**src/hdl/gst_timer_regs.vh**
```
// register map, field positions, reset values and timing counts of the gated timer
`ifndef GST_TIMER_REGS_VH
`define GST_TIMER_REGS_VH
// ----------------------------------------------------------------------
// register byte offsets
// ----------------------------------------------------------------------
`define GST_OFS_TIMER_CTRL 5'h00
`define GST_OFS_GATE_CTRL 5'h04
`define GST_OFS_COUNT_LOW 5'h08
`define GST_OFS_COUNT_HIGH 5'h0C
`define GST_OFS_FLAGS 5'h10
// ----------------------------------------------------------------------
// timer control fields
// ----------------------------------------------------------------------
`define GST_TC_CS_HI 7
`define GST_TC_CS_LO 6
`define GST_TC_PS_HI 5
`define GST_TC_PS_LO 4
`define GST_TC_SECONDARY_OSCILLATOR 3
`define GST_TC_NOSYNC 2
`define GST_TC_WIDE 1
`define GST_TC_RUN 0
`define GST_TC_RESET 8'h00
// ----------------------------------------------------------------------
// gate control fields
// ----------------------------------------------------------------------
`define GST_GC_GE 7
`define GST_GC_POL 6
`define GST_GC_TM 5
`define GST_GC_SPM 4
`define GST_GC_GO 3
`define GST_GC_VAL 2
`define GST_GC_SS_HI 1
`define GST_GC_SS_LO 0
`define GST_GC_RESET 8'h00
// ----------------------------------------------------------------------
// flag register fields and codes
// ----------------------------------------------------------------------
`define GST_FL_OVF 0
`define GST_FL_GATE 1
`define GST_CS_INSTR 2'h0
`define GST_CS_SYS 2'h1
`define GST_CS_EXT 2'h2
`define GST_CS_INTERNAL_OSCILLATOR 2'h3
`define GST_GS_PIN 2'h0
`define GST_GS_PARTNER 2'h1
`define GST_GS_CMP1 2'h2
`define GST_GS_CMP2 2'h3
`define GST_INSTR_DIV 2'h3
`define GST_RESP_OKAY 2'h0
`define GST_RESP_DECERR 2'h3
`endif

```
**src/hdl/gst_timer.v**
```verilog
// gated sixteen-bit timer with AXI4-Lite register access
//
// Operation
// RULE1: source field picks instr, sys, ext, internal_oscillator clock
// RULE2: pin counting starts after first falling edge
// RULE3: prescale field divides by 1, 2, 4, 8
// RULE4: oscillator select picks secondary osc or pin
// RULE5: sync bit clear synchronises external clock
// RULE6: wide mode low read latches high buffer
// RULE7: wide mode high write buffered, low loads
// RULE8: narrow mode bytes read and written independently
// RULE9: low byte write clears prescaler count
// RULE10: run bit enables counting, clear holds count
// RULE11: gate enable applies gate only while running
// RULE12: polarity bit picks active high or low
// RULE13: toggle mode flip-flop toggles on gate edges; the code toggles it on rising edges of the polarised gate only
// RULE14: single pulse mode bit controls the gate
// RULE15: go bit armed flag, cleared with mode
// RULE16: gate level reflects gate independent of enable
// RULE17: gate source picks pin, partner, comparators
// RULE18: watchdog oscillator on whenever gate enabled
// RULE19: software writes gate control before timer control
// RULE20: software avoids system clock for capture use
// RULE21: count wraps to zero and sets overflow
// RULE22: single pulse counts one pulse, then clears go
// RULE23: falling gate level sets gate event flag
// RULE24: count increments once per prescaler tick
`default_nettype none
`include "gst_timer_regs.vh"

module gst_timer #(
    parameter ADDR_W = 5
) (
    // clock and reset
    input wire clk_sys,
    input wire rst,
    // axi4-lite write address
    input wire [ADDR_W-1:0] s_axi_awaddr,
    input wire s_axi_awvalid,
    output wire s_axi_awready,
    // axi4-lite write data
    input wire [31:0] s_axi_wdata,
    input wire [3:0] s_axi_wstrb,
    input wire s_axi_wvalid,
    output wire s_axi_wready,
    // axi4-lite write response
    output reg [1:0] s_axi_bresp,
    output reg s_axi_bvalid,
    input wire s_axi_bready,
    // axi4-lite read address
    input wire [ADDR_W-1:0] s_axi_araddr,
    input wire s_axi_arvalid,
    output wire s_axi_arready,
    // axi4-lite read data
    output reg [31:0] s_axi_rdata,
    output reg [1:0] s_axi_rresp,
    output reg s_axi_rvalid,
    input wire s_axi_rready,
    // clock source pins
    input wire externalCountInput,
    input wire secondaryOscillator,
    input wire internalOscillator,
    // gate sources
    input wire gatePin,
    input wire partnerPeriodMatch,
    input wire cmp1Out,
    input wire cmp2Out,
    // status outputs
    output wire overflowFlag,
    output wire gateEventFlag,
    output wire wdtOscOn
);

    // ------------------------------------------------------------------
    // helpers
    // ------------------------------------------------------------------
    // rising edge of a registered level
    function rise(input prev, input cur);
        rise = cur & ~prev;
    endfunction
    // falling edge of a registered level
    function fall(input prev, input cur);
        fall = prev & ~cur;
    endfunction

    // ------------------------------------------------------------------
    // state
    // ------------------------------------------------------------------
    reg [7:0] timerCtrl_q, gateCtrl_q, highBuf_q;
    reg [15:0] count_q;
    reg [2:0] presc_q;
    reg [1:0] instrDiv_q;
    reg ovfFlag_q, gateFlag_q;
    // synchronisers: stage a feeds stage b only
    reg extA_q, extB_q, extC_q, extD_q;
    reg soscA_q, soscB_q, soscC_q, soscD_q;
    reg iosA_q, iosB_q, iosC_q;
    reg gpA_q, gpB_q;
    reg fallSeen_q, gateRaw_q, toggle_q, gateT_q, pulseOpen_q, gateLevel_q;
    // bus side
    reg awHeld_q, wHeld_q;
    reg [ADDR_W-1:0] awAddr_q;
    reg [31:0] wData_q;
    reg [3:0] wStrb_q;

    // ------------------------------------------------------------------
    // control field decode
    // ------------------------------------------------------------------
    wire [1:0] clkSel = timerCtrl_q[`GST_TC_CS_HI:`GST_TC_CS_LO];
    wire [1:0] psSel = timerCtrl_q[`GST_TC_PS_HI:`GST_TC_PS_LO];
    wire soscSel = timerCtrl_q[`GST_TC_SECONDARY_OSCILLATOR];
    wire noSync = timerCtrl_q[`GST_TC_NOSYNC];
    wire wideMode = timerCtrl_q[`GST_TC_WIDE];
    wire timerRun = timerCtrl_q[`GST_TC_RUN];
    wire gateEnable = gateCtrl_q[`GST_GC_GE];
    wire gatePolarity = gateCtrl_q[`GST_GC_POL];
    wire gateToggleMode = gateCtrl_q[`GST_GC_TM];
    wire gateSinglePulseMode = gateCtrl_q[`GST_GC_SPM];
    wire pulseAcquireGo = gateCtrl_q[`GST_GC_GO];
    wire [1:0] gateSrcSel = gateCtrl_q[`GST_GC_SS_HI:`GST_GC_SS_LO];

    // ------------------------------------------------------------------
    // bus handshake and access decode
    // ------------------------------------------------------------------
    assign s_axi_awready = ~awHeld_q & ~s_axi_bvalid;
    assign s_axi_wready = ~wHeld_q & ~s_axi_bvalid;
    assign s_axi_arready = ~s_axi_rvalid;
    wire awTake = s_axi_awvalid & s_axi_awready;
    wire wTake = s_axi_wvalid & s_axi_wready;
    wire arTake = s_axi_arvalid & s_axi_arready;
    // write fires in the first cycle that both halves are held
    wire wrDo = awHeld_q & wHeld_q & ~s_axi_bvalid;
    wire wrLane = wStrb_q[0];
    wire [7:0] wrByte = wData_q[7:0];
    wire [ADDR_W-1:0] wrAddr = awAddr_q;
    wire [ADDR_W-1:0] rdAddr = s_axi_araddr;
    wire wrTc = wrDo & wrLane & (wrAddr == `GST_OFS_TIMER_CTRL);
    wire wrGc = wrDo & wrLane & (wrAddr == `GST_OFS_GATE_CTRL);
    wire wrLow = wrDo & wrLane & (wrAddr == `GST_OFS_COUNT_LOW);
    wire wrHigh = wrDo & wrLane & (wrAddr == `GST_OFS_COUNT_HIGH);
    wire wrFl = wrDo & wrLane & (wrAddr == `GST_OFS_FLAGS);
    wire rdLow = arTake & (rdAddr == `GST_OFS_COUNT_LOW);
    wire wrMapped = (wrAddr == `GST_OFS_TIMER_CTRL) | (wrAddr == `GST_OFS_GATE_CTRL) |
        (wrAddr == `GST_OFS_COUNT_LOW) | (wrAddr == `GST_OFS_COUNT_HIGH) |
        (wrAddr == `GST_OFS_FLAGS);

    // ------------------------------------------------------------------
    // pin synchronisers and edge stages
    // ------------------------------------------------------------------
    // two flops before any logic, plus edge history stages
    always @(posedge clk_sys) begin
        if (rst) begin
            {extA_q, extB_q, extC_q, extD_q} <= 4'h0;
            {soscA_q, soscB_q, soscC_q, soscD_q} <= 4'h0;
            {iosA_q, iosB_q, iosC_q} <= 3'h0;
            {gpA_q, gpB_q} <= 2'h0;
        end else begin
            extA_q <= externalCountInput;
            extB_q <= extA_q;
            extC_q <= extB_q;
            extD_q <= extC_q;
            soscA_q <= secondaryOscillator;
            soscB_q <= soscA_q;
            soscC_q <= soscB_q;
            soscD_q <= soscC_q;
            iosA_q <= internalOscillator;
            iosB_q <= iosA_q;
            iosC_q <= iosB_q;
            gpA_q <= gatePin;
            gpB_q <= gpA_q;
        end
    end

    // ------------------------------------------------------------------
    // count clock selection
    // ------------------------------------------------------------------
    // unsynchronised path takes the earliest edge, synchronised one extra flop later
    wire extRiseFast = rise(extC_q, extB_q);
    wire extRiseSync = rise(extD_q, extC_q);
    wire extFall = fall(extC_q, extB_q);
    wire soscRise = noSync ? rise(soscC_q, soscB_q) : rise(soscD_q, soscC_q); // RULE5
    wire pinRise = noSync ? extRiseFast : extRiseSync; // RULE5
    // pin edges count only once a falling edge was seen
    wire pinTick = pinRise & fallSeen_q; // RULE2
    wire extTick = soscSel ? soscRise : pinTick; // RULE4
    wire instrTick = (instrDiv_q == `GST_INSTR_DIV);
    reg srcTick;
    // source multiplexer
    always @* begin
        case (clkSel) // RULE1
            `GST_CS_INSTR: srcTick = instrTick;
            `GST_CS_SYS: srcTick = 1'b1;
            `GST_CS_EXT: srcTick = extTick;
            default: srcTick = rise(iosC_q, iosB_q);
        endcase
    end
    // instruction clock divider and first falling edge tracking
    always @(posedge clk_sys) begin
        if (rst) begin
            instrDiv_q <= 2'h0;
            fallSeen_q <= 1'b0;
        end else begin
            instrDiv_q <= instrDiv_q + 2'h1;
            if (!timerRun)
                fallSeen_q <= 1'b0; // RULE2
            else if (extFall)
                fallSeen_q <= 1'b1; // RULE2
        end
    end

    // ------------------------------------------------------------------
    // gate path
    // ------------------------------------------------------------------
    reg gateSrc;
    // gate source multiplexer
    always @* begin
        case (gateSrcSel) // RULE17
            `GST_GS_PIN: gateSrc = gpB_q;
            `GST_GS_PARTNER: gateSrc = partnerPeriodMatch;
            `GST_GS_CMP1: gateSrc = cmp1Out;
            default: gateSrc = cmp2Out;
        endcase
    end

    wire gatePol = gatePolarity ? gateSrc : ~gateSrc; // RULE12
    wire gateRise = rise(gateRaw_q, gatePol);
    wire gateT = gateToggleMode ? toggle_q : gatePol;
    wire gateTRise = rise(gateT_q, gateT);
    wire gateTFall = fall(gateT_q, gateT);
    // single pulse passes the gate only inside the captured pulse
    wire gateLevel = gateSinglePulseMode ? (pulseOpen_q & gateT) : gateT; // RULE14 RULE16
    wire goHwClear = pulseOpen_q & gateTFall; // RULE22
    // toggle flip-flop, pulse capture and edge history
    always @(posedge clk_sys) begin
        if (rst) begin
            gateRaw_q <= 1'b0;
            toggle_q <= 1'b0;
            gateT_q <= 1'b0;
            pulseOpen_q <= 1'b0;
            gateLevel_q <= 1'b0;
        end else begin
            gateRaw_q <= gatePol;
            gateT_q <= gateT;
            gateLevel_q <= gateLevel;
            if (!gateToggleMode)
                toggle_q <= 1'b0; // RULE13
            else if (gateRise)
                toggle_q <= ~toggle_q; // RULE13
            if (!gateSinglePulseMode || !pulseAcquireGo || goHwClear)
                pulseOpen_q <= 1'b0; // RULE22
            else if (gateTRise)
                pulseOpen_q <= 1'b1; // RULE22
        end
    end

    // ------------------------------------------------------------------
    // prescaler and counter
    // ------------------------------------------------------------------
    wire gateOk = ~gateEnable | gateLevel; // RULE11
    wire stepEn = timerRun & gateOk & srcTick; // RULE10
    wire [2:0] psMask = (psSel == 2'h0) ? 3'h0 : (psSel == 2'h1) ? 3'h1 :
        (psSel == 2'h2) ? 3'h3 : 3'h7; // RULE3
    wire psTick = stepEn & ((presc_q & psMask) == psMask); // RULE3
    // a buffered high write leaves the increment, and so the overflow, in place
    wire ovfEvent = psTick & (count_q == 16'hFFFF) & ~wrLow & ~(wrHigh & ~wideMode); // RULE21
    wire gateEvent = fall(gateLevel_q, gateLevel); // RULE23
    // software writes win over an increment in the same cycle
    always @(posedge clk_sys) begin
        if (rst) begin
            count_q <= 16'h0000;
            presc_q <= 3'h0;
            highBuf_q <= 8'h00;
        end else begin
            if (wrLow)
                presc_q <= 3'h0; // RULE9
            else if (stepEn)
                presc_q <= presc_q + 3'h1;
            if (wrLow) begin
                count_q[7:0] <= wrByte;
                if (wideMode)
                    count_q[15:8] <= highBuf_q; // RULE7
            end else if (wrHigh && !wideMode) begin
                count_q[15:8] <= wrByte; // RULE8
            end else if (psTick) begin
                count_q <= count_q + 16'h0001; // RULE24 RULE21
            end
            if (wrHigh && wideMode)
                highBuf_q <= wrByte; // RULE7
            else if (rdLow && wideMode)
                highBuf_q <= count_q[15:8]; // RULE6
        end
    end

    // ------------------------------------------------------------------
    // control and flag registers
    // ------------------------------------------------------------------
    // hardware set of a flag wins over a write-one clear
    always @(posedge clk_sys) begin
        if (rst) begin
            timerCtrl_q <= `GST_TC_RESET;
            gateCtrl_q <= `GST_GC_RESET;
            ovfFlag_q <= 1'b0;
            gateFlag_q <= 1'b0;
        end else begin
            if (wrTc)
                timerCtrl_q <= wrByte;
            if (wrGc) begin
                gateCtrl_q[7:4] <= wrByte[7:4];
                gateCtrl_q[1:0] <= wrByte[1:0];
                gateCtrl_q[`GST_GC_GO] <= wrByte[`GST_GC_GO] & wrByte[`GST_GC_SPM]; // RULE15
            end else if (!gateSinglePulseMode || goHwClear) begin
                gateCtrl_q[`GST_GC_GO] <= 1'b0; // RULE15 RULE22
            end
            gateCtrl_q[`GST_GC_VAL] <= 1'b0;
            if (ovfEvent)
                ovfFlag_q <= 1'b1; // RULE21
            else if (wrFl && wrByte[`GST_FL_OVF])
                ovfFlag_q <= 1'b0;
            if (gateEvent)
                gateFlag_q <= 1'b1; // RULE23
            else if (wrFl && wrByte[`GST_FL_GATE])
                gateFlag_q <= 1'b0;
        end
    end

    assign overflowFlag = ovfFlag_q;
    assign gateEventFlag = gateFlag_q;
    assign wdtOscOn = gateEnable; // RULE18

    // ------------------------------------------------------------------
    // axi4-lite write channel
    // ------------------------------------------------------------------
    // hold address and data in either order, answer after both
    always @(posedge clk_sys) begin
        if (rst) begin
            awHeld_q <= 1'b0;
            wHeld_q <= 1'b0;
            awAddr_q <= {ADDR_W{1'b0}};
            wData_q <= 32'h00000000;
            wStrb_q <= 4'h0;
            s_axi_bvalid <= 1'b0;
            s_axi_bresp <= `GST_RESP_OKAY;
        end else begin
            if (awTake) begin
                awHeld_q <= 1'b1;
                awAddr_q <= s_axi_awaddr;
            end
            if (wTake) begin
                wHeld_q <= 1'b1;
                wData_q <= s_axi_wdata;
                wStrb_q <= s_axi_wstrb;
            end
            if (wrDo) begin
                awHeld_q <= 1'b0;
                wHeld_q <= 1'b0;
                s_axi_bvalid <= 1'b1;
                s_axi_bresp <= wrMapped ? `GST_RESP_OKAY : `GST_RESP_DECERR;
            end else if (s_axi_bready) begin
                s_axi_bvalid <= 1'b0;
            end
        end
    end

    // ------------------------------------------------------------------
    // axi4-lite read channel
    // ------------------------------------------------------------------
    reg [7:0] rdByte;
    reg rdHit;
    // read multiplexer, gate level shown live in the gate control byte
    always @* begin
        rdHit = 1'b1;
        case (rdAddr)
            `GST_OFS_TIMER_CTRL: rdByte = timerCtrl_q;
            `GST_OFS_GATE_CTRL: rdByte = {gateCtrl_q[7:3], gateLevel, gateCtrl_q[1:0]}; // RULE16
            `GST_OFS_COUNT_LOW: rdByte = count_q[7:0];
            `GST_OFS_COUNT_HIGH: rdByte = wideMode ? highBuf_q : count_q[15:8]; // RULE6 RULE8
            `GST_OFS_FLAGS: rdByte = {6'h00, gateFlag_q, ovfFlag_q};
            default: begin
                rdByte = 8'h00;
                rdHit = 1'b0;
            end
        endcase
    end

    // capture read data at the address handshake
    always @(posedge clk_sys) begin
        if (rst) begin
            s_axi_rvalid <= 1'b0;
            s_axi_rdata <= 32'h00000000;
            s_axi_rresp <= `GST_RESP_OKAY;
        end else begin
            if (arTake) begin
                s_axi_rvalid <= 1'b1;
                s_axi_rdata <= {24'h000000, rdByte};
                s_axi_rresp <= rdHit ? `GST_RESP_OKAY : `GST_RESP_DECERR;
            end else if (s_axi_rready) begin
                s_axi_rvalid <= 1'b0;
            end
        end
    end
endmodule // gst_timer

`default_nettype wire

```
**config.mk**
```make
export PLATFORM = sky130hd
export DESIGN_NAME = gst_timer
export DESIGN_NICKNAME = d
export VERILOG_FILES = /design/src/hdl/gst_timer.v
export VERILOG_INCLUDE_DIRS = /design/src /design/src/hdl
export SDC_FILE = /design/constraint.sdc
export NUM_CORES = 1
export LEC_CHECK = 0
export CORE_MARGIN = 4
export CORE_UTILIZATION = 40
export DETAILED_ROUTE_END_ITERATION = 10
export DONT_BUFFER_PORTS = 1
export RECOVER_POWER = 25
export SYNTH_ARGS = -nofsm -noshare
export SYNTH_HDL_FRONTEND = slang
export SYNTH_SLANG_ARGS = --single-unit
```
**constraint.sdc**
```tcl
create_clock -name clk_sys -period 3.4 [get_ports clk_sys]
set_clock_uncertainty 0.2 [all_clocks]
set_input_delay 0.68 -clock clk_sys [delete_from_list [all_inputs] [get_ports clk_sys]]
set_output_delay 0.68 -clock clk_sys [all_outputs]
set_load 0.01 [all_outputs]
```
Yosys cells after proc, flatten, opt, wreduce, memory -nomap -nowiden
Index checks and enable logic that the tools add are counted.
{ "classes": {"n_eq_ne": 18, "muxes": 32, "bitwise_logic": 63, "add_sub_neg": 3, "n_reduce_logical": 31} }
{ "op_table": {"columns": ["cell", "n"], "rows": [
  ["$mux W8", 5],
  ["$pmux W8 S5", 1],
  ["$and A1 B1 Y1", 35],
  ["$mux W16", 2],
  ["$not A1 Y1", 22],
  ["$eq A5 B4 Y1 const B", 4],
  ["$mux W1", 17],
  ["$add A16 B1 Y16 const B", 1],
  ["$eq A16 B16 Y1 const B", 1],
  ["$reduce_bool A2 Y1", 7],
  ["$eq A5 B3 Y1 const B", 2],
  ["$eq A5 B5 Y1 const B", 2],
  ["$logic_not A5 Y1", 2],
  ["$reduce_or A2 Y1", 5],
  ["$mux W3", 3],
  ["$eq A2 B2 Y1 const B", 4],
  ["$eq A2 B1 Y1 const B", 3],
  ["$logic_not A2 Y1", 3],
  ["$pmux W1 S3", 2],
  ["$logic_and A1 B1 Y1", 5],
  ["$or A1 B1 Y1", 5],
  ["$reduce_or A5 Y1", 1],
  ["$mux W2", 2],
  ["$add A3 B1 Y3 const B", 1],
  ["8 further kinds", 12]
]} }
{ "totals": {"inputBits": 60, "out_inout_bits": 44, "elab_cells": 186, "reg_bits": 95} }

Depth between registers and ports, before layout
{ "logic_depth": {"depth_word": 15, "ltp_mapped": 8, "ltp_nobuf": 7} }

Worst setup path before layout
OpenSTA, ideal clock, no wires.
{ "synth_path": {"kind": "input-to-reg", "from": "in cmp2Out", "to": "reg presc_q[1]", "arrival_ns": 2.424, "setup_slack_ns": 0.644, "n_path_buf": 1, "cell_stages": 7, "cell_sequence": "mux4_2 -> xor2_1 -> o31a_4 -> buf_6 -> nor3_1 -> mux2i_1 -> nor3_1"} }
{ "synth_via": {"elab_chain_cells": 9} }
{ "synth_lines": {"columns": ["element", "line_no", "text"], "rows": [
  ["from (decl)", "gst_timer.v:67", "input wire cmp2Out,"],
  ["$pmux W1 S3 *", "gst_timer.v:217", "case (gateSrcSel)"],
  ["$not A1 Y1", "gst_timer.v:225", "wire gatePol = gatePolarity ? gateSrc : ~gateSrc;"],
  ["$mux W1 *", "gst_timer.v:225", null],
  ["$mux W1 *", "gst_timer.v:227", "wire gateT = gateToggleMode ? toggle_q : gatePol;"],
  ["$and A1 B1 Y1", "gst_timer.v:231", "wire gateLevel = gateSinglePulseMode ? (pulseOpen_q & gateT) : gateT;"],
  ["$mux W1 *", "gst_timer.v:231", null],
  ["$or A1 B1 Y1 *", "gst_timer.v:259", "wire gateOk = ~gateEnable | gateLevel;"],
  ["$and A1 B1 Y1 * (2 in series)", "gst_timer.v:260", "wire stepEn = timerRun & gateOk & srcTick;"],
  ["to (signal assigned)", "gst_timer.v:277", "presc_q <= presc_q + 3'h1;"],
  ["to (decl)", "gst_timer.v:91", "reg [2:0] presc_q;"]
]} }
Every way passes the cells marked *; elsewhere a longest branch is shown, timed or not.
A chain may end at the register's enable or synchronous reset.

Worst setup path after layout
{ "layout_path": {"from": "reg wStrb_q[0]", "to": "reg count_q[5]"} }
{ "layout_via": {"elab_chain_cells": 5, "word_cells_on_any_way": 8} }
{ "layout_lines": {"columns": ["element", "line_no", "text"], "rows": [
  ["from (decl)", "gst_timer.v:104", "reg [3:0] wStrb_q;"],
  ["from (signal assigned)", "gst_timer.v:351", "wStrb_q <= s_axi_wstrb;"],
  ["$and A1 B1 Y1 *", "gst_timer.v:139, gst_timer.v:140", null],
  ["$and A1 B1 Y1", "gst_timer.v:140", "wire wrHigh = wrDo & wrLane & (wrAddr == `GST_OFS_COUNT_HIGH);"],
  ["$logic_and A1 B1 Y1", "gst_timer.v:282", "end else if (wrHigh && !wideMode) begin"],
  ["$ne A2 B2 Y1 (no source line)", null, null],
  ["$reduce_and A2 Y1 (no source line)", null, null],
  ["to (signal assigned)", "gst_timer.v:279", "count_q[7:0] <= wrByte;"],
  ["to (signal assigned)", "gst_timer.v:285", "count_q <= count_q + 16'h0001;"],
  ["to (decl)", "gst_timer.v:90", "reg [15:0] count_q;"]
]} }
Marked as above.

==> results.toml <==
[run_status]
run_status = "completed"

[critical_path]
critical_path.max_stage_delay_ns = 0.56
critical_path_class = "flop to flop"
crit_path_top_delay_cell = "sky130_fd_sc_hd__nor4b_1"
required_worst_endpoint_ns = 3.46
cp.arrival_ns = 2.77
critPathMaxFanout = 10
crit_path_cell_trace = "nor4b_1 > nand3_1 > nand4_1 > nor4b_2 > xnor2_1 > a211oi_1"
timing.rr.start = "wStrb_q[0]"
timing.critical_path.max_delay_family = "simple AND/OR/NAND/NOR gates"
path_buf_inv = 0
origin_of_the_worst_setup_path = "wStrb_q[0]"
endpoint_kind = "flop"
critical_path.startpoint_type = "flop"

[route]
drt.antenna.violating_nets = 0
routedWlPerCell_um = 17.66
drt-total-wl_mm = 11.64
drc_errors = 0
vias_after_detailed_routing = 3656
vias_per_cell = 5.548
drt_first_iter_violations = 290
first_pass_iters = 5

[final_layout]
final_cell_area_sq_mm = 0.004972
design.final.nets = 574
fillCellCount = 1148
final_layout_size_suffix_gt1_share_pct = 8.140
diodes = 0
area_delta_synth_final_pct = 6.857

[cts]
clock_tree.htree_level_count = 3
cts_max_path_buffers = 2
cts_hold_buffers = 0
cts_root_buffer = "sky130_fd_sc_hd__clkbuf_16"
tritoncts.num_buffers = 9
cts_tree = "built"
clock_transition_at_the_register_clock_pins_on_the_worst_setup_and_hold_paths_after_cts_ns = 0.07
clock_network_latency_to_the_later_pin_of_the_worst_skew_pair_ns = 0.34
cts_sinks = 93
postCtsSetupRepairBufs = 0
cts_repair_resize_count = 0

[synth]
synth_fa_ha_area_share_pct = 0.8067
ys_ff_latch = 93
post_synth_edffs = 0
synth_top_area_share_pct = 40.01
synth_simple_gate_area_share_pct = 22.86
synth_top_cells_by_area = "sky130_fd_sc_hd__dfxtp_1 (40%), sky130_fd_sc_hd__mux2i_1 (8.4%), sky130_fd_sc_hd__nor2_1 (6.3%)"
synth_top_family_by_area = "simple AND/OR/NAND/NOR gates"
number_of_instances_in_the_synthesized_netlist = 527
synth.yosys.seq_area_share_pct = 40.01
netlist_area_sq_mm = 0.004653
yosys.cell_types.count = 56
yosys_warnings = 0
yosys_most_used_dff = "sky130_fd_sc_hd__dfxtp_1"
synthMostInstantiatedCell = "sky130_fd_sc_hd__dfxtp_1"
syn_area_per_cell_sq_um = 8.830
synth_xor_area_share_pct = 2.823
postSynth.asyncResetShare_pct = 0
synth-compound-area-share_pct = 14.09
multiplexer_share_of_the_synthesized_area_pct = 11.54
post-synth-top-area-cell = "sky130_fd_sc_hd__dfxtp_1"
netlist_top_cells_count = "sky130_fd_sc_hd__dfxtp_1 (93), sky130_fd_sc_hd__nor2_1 (78), sky130_fd_sc_hd__mux2i_1 (39)"

[die]
core_area_sq_mm = 0.01142
dieWidth_um = 115.9
floorplan.io_pins = 104
row_count = 39
die_area_sq_mm = 0.01342
die_height_um = 115.9
floorplan.initialDensity_pct = 40.75

[power]
peakVddDrop_mv = 0.3257
share_seq_of_total_power_pct = 49.7
share_clk_of_total_power_pct = 45.8
p_int_mw = 1.811
leakagePower_nw = 1.819
power.switching_fraction_pct = 22.70
netSwitchingPower_mw = 0.5320
power_frac_comb_pct = 4.6
p_per_area_mw_per_mm2 = 471.3

[sta]
final-hold-violation-count = 0
tightest_slew_ns = 0.9277
setup_violations = 0
max-slew-margin-rel_pct = 37.88
timing.final.crit_period_ns = 2.713
setup_total_negative_slack_ns = 0
highest_clock_rate_ghz = 0.3686
timing.final.crit_share_pct = 79.80
report.final.slew_viol_count = 0
grt_setup_unrepaired = "no"

[place]
hpwl_after_detailed_placement_mm = 8.354
gp_congestion = 0.9014
placedInstanceArea_sq_mm = 0.004649
placement.io_buffers = 0

[global_route]
grt_max_degree = 91
grt.overflow.total = 0
grt_pass1_wl_mm = 18.57
antenna_found_initial = 0
vias_in_the_first_global_route = 3481
gr-usage-all-layers_pct = 17.83

[job]
maxCapViolCount = 0

[worst_hold_path]
min_path_type = "input pin to flop"
hp-start = "rst"
-- worst reg2reg max path: stages (launching register included) --
cell,delay [ns]
sky130_fd_sc_hd__dfxtp_1,0.39
sky130_fd_sc_hd__nor4b_1,0.56
sky130_fd_sc_hd__nand3_1,0.49
sky130_fd_sc_hd__nand4_1,0.52
sky130_fd_sc_hd__nor4b_2,0.12
sky130_fd_sc_hd__xnor2_1,0.14
sky130_fd_sc_hd__a211oi_1,0.21
-- cells by family (layout without fill, tap and decap cells) --
kind of cell	after synthesis	in the layout
xor gates and xnor gates	15	15
AOI/OAI and AO/OA	96	96
adders and majority gates	3	3
buffers and inverters	68	34
muxes	47	47
other	1	24
and+or+nand+nor	204	204
DFF	93	93
-- through the flow --
stage	instances	worst slack [ns]	utilization, %	hold WS, ns	total power, mW
after floorplan	550	0.6443	-	0.1992	1.304
after detailed placement	643	0.4758	40.72	0.2202	1.295
after global routing	659	0.4771	43.55	0.1838	2.437
after CTS	659	0.6812	43.55	0.1911	2.369
after global placement	643	0.4917	40.72	0.2030	1.290
final	659	0.6869	43.55	0.2069	2.343
-- per-layer routing --
metal | vias up | wire length, um | part of all wire (%) | global-route usage, %
met4 | 0 | 242 | 2.1 | 6.883
met1 | 1714 | 5140 | 44 | 24.54
met2 | 124 | 5253 | 45 | 26.47
met3 | 15 | 1004 | 8.6 | 5.065
met5 | - | 0 | 0 | 0
li1 | 1803 | - | - | -
-- state kept, by name, summed over array words and instances (netlist names), 2 cells and up --
register	cells
awAddr_q	5
count_q	16
gateCtrl_q	7
highBuf_q	8
instrDiv_q	2
presc_q	3
s_axi_rdata	8
timerCtrl_q	8
wData_q	8
-- power by group through the flow --
stage               logic (mW)  clock network, mW  registers, mW
floorplan                0.136                  0           1.17
global placement         0.104                  0           1.19
detailed placement       0.107                  0           1.19
CTS                      0.107               1.10           1.16
global route             0.121               1.15           1.17
finish                   0.107               1.07           1.16
-- layout make-up --
| cell class | count | area, sq um | share of cell area (%) |
|---|---|---|---|
| clock buffer | 9 | 225.2 | 4.529 |
| multi-input combinational | 389 | 2526 | 50.81 |
| inverter | 14 | 52.55 | 1.057 |
| clock inverter | 7 | 97.59 | 1.963 |
| sequential | 93 | 1862 | 37.44 |
| tap | 143 | 178.9 | 3.598 |
| timing repair buffer | 4 | 30.03 | 0.6039 |
-- placed cells by master, fill, tap and decap left out, types with 4 or more instances in the layout --
master,synthesis,routed
sky130_fd_sc_hd__dfxtp_1,93,93
sky130_fd_sc_hd__nor2_1,78,78
sky130_fd_sc_hd__mux2i_1,39,39
sky130_fd_sc_hd__nand2_1,31,31
sky130_fd_sc_hd__conb_1,1,24
sky130_fd_sc_hd__a21oi_1,22,22
sky130_fd_sc_hd__o21ai_0,21,21
sky130_fd_sc_hd__a211oi_1,20,20
sky130_fd_sc_hd__nor2b_1,15,15
sky130_fd_sc_hd__inv_1,14,14
sky130_fd_sc_hd__nor3_1,13,13
sky130_fd_sc_hd__nand3_1,12,12
sky130_fd_sc_hd__xnor2_1,12,12
sky130_fd_sc_hd__nand4_1,9,9
sky130_fd_sc_hd__clkbuf_16,0,9
sky130_fd_sc_hd__a22oi_1,7,7
sky130_fd_sc_hd__nand3b_1,6,6
sky130_fd_sc_hd__and3_1,5,5
sky130_fd_sc_hd__mux4_2,5,5
sky130_fd_sc_hd__nor4_1,5,5
sky130_fd_sc_hd__nand2b_1,5,5
sky130_fd_sc_hd__nor4_2,5,5
sky130_fd_sc_hd__buf_4,26,4
-- final timing paths --
kind	to	slack, ns	cells after the start
hold / removal	iosC_q	0.21	1
setup / recovery	count_q[5]	0.69	6
setup reg to reg	count_q[5]	0.69	6
hold reg to reg	instrDiv_q[0]	0.22	1
No activity file was read; power rests on OpenSTA's default activity.
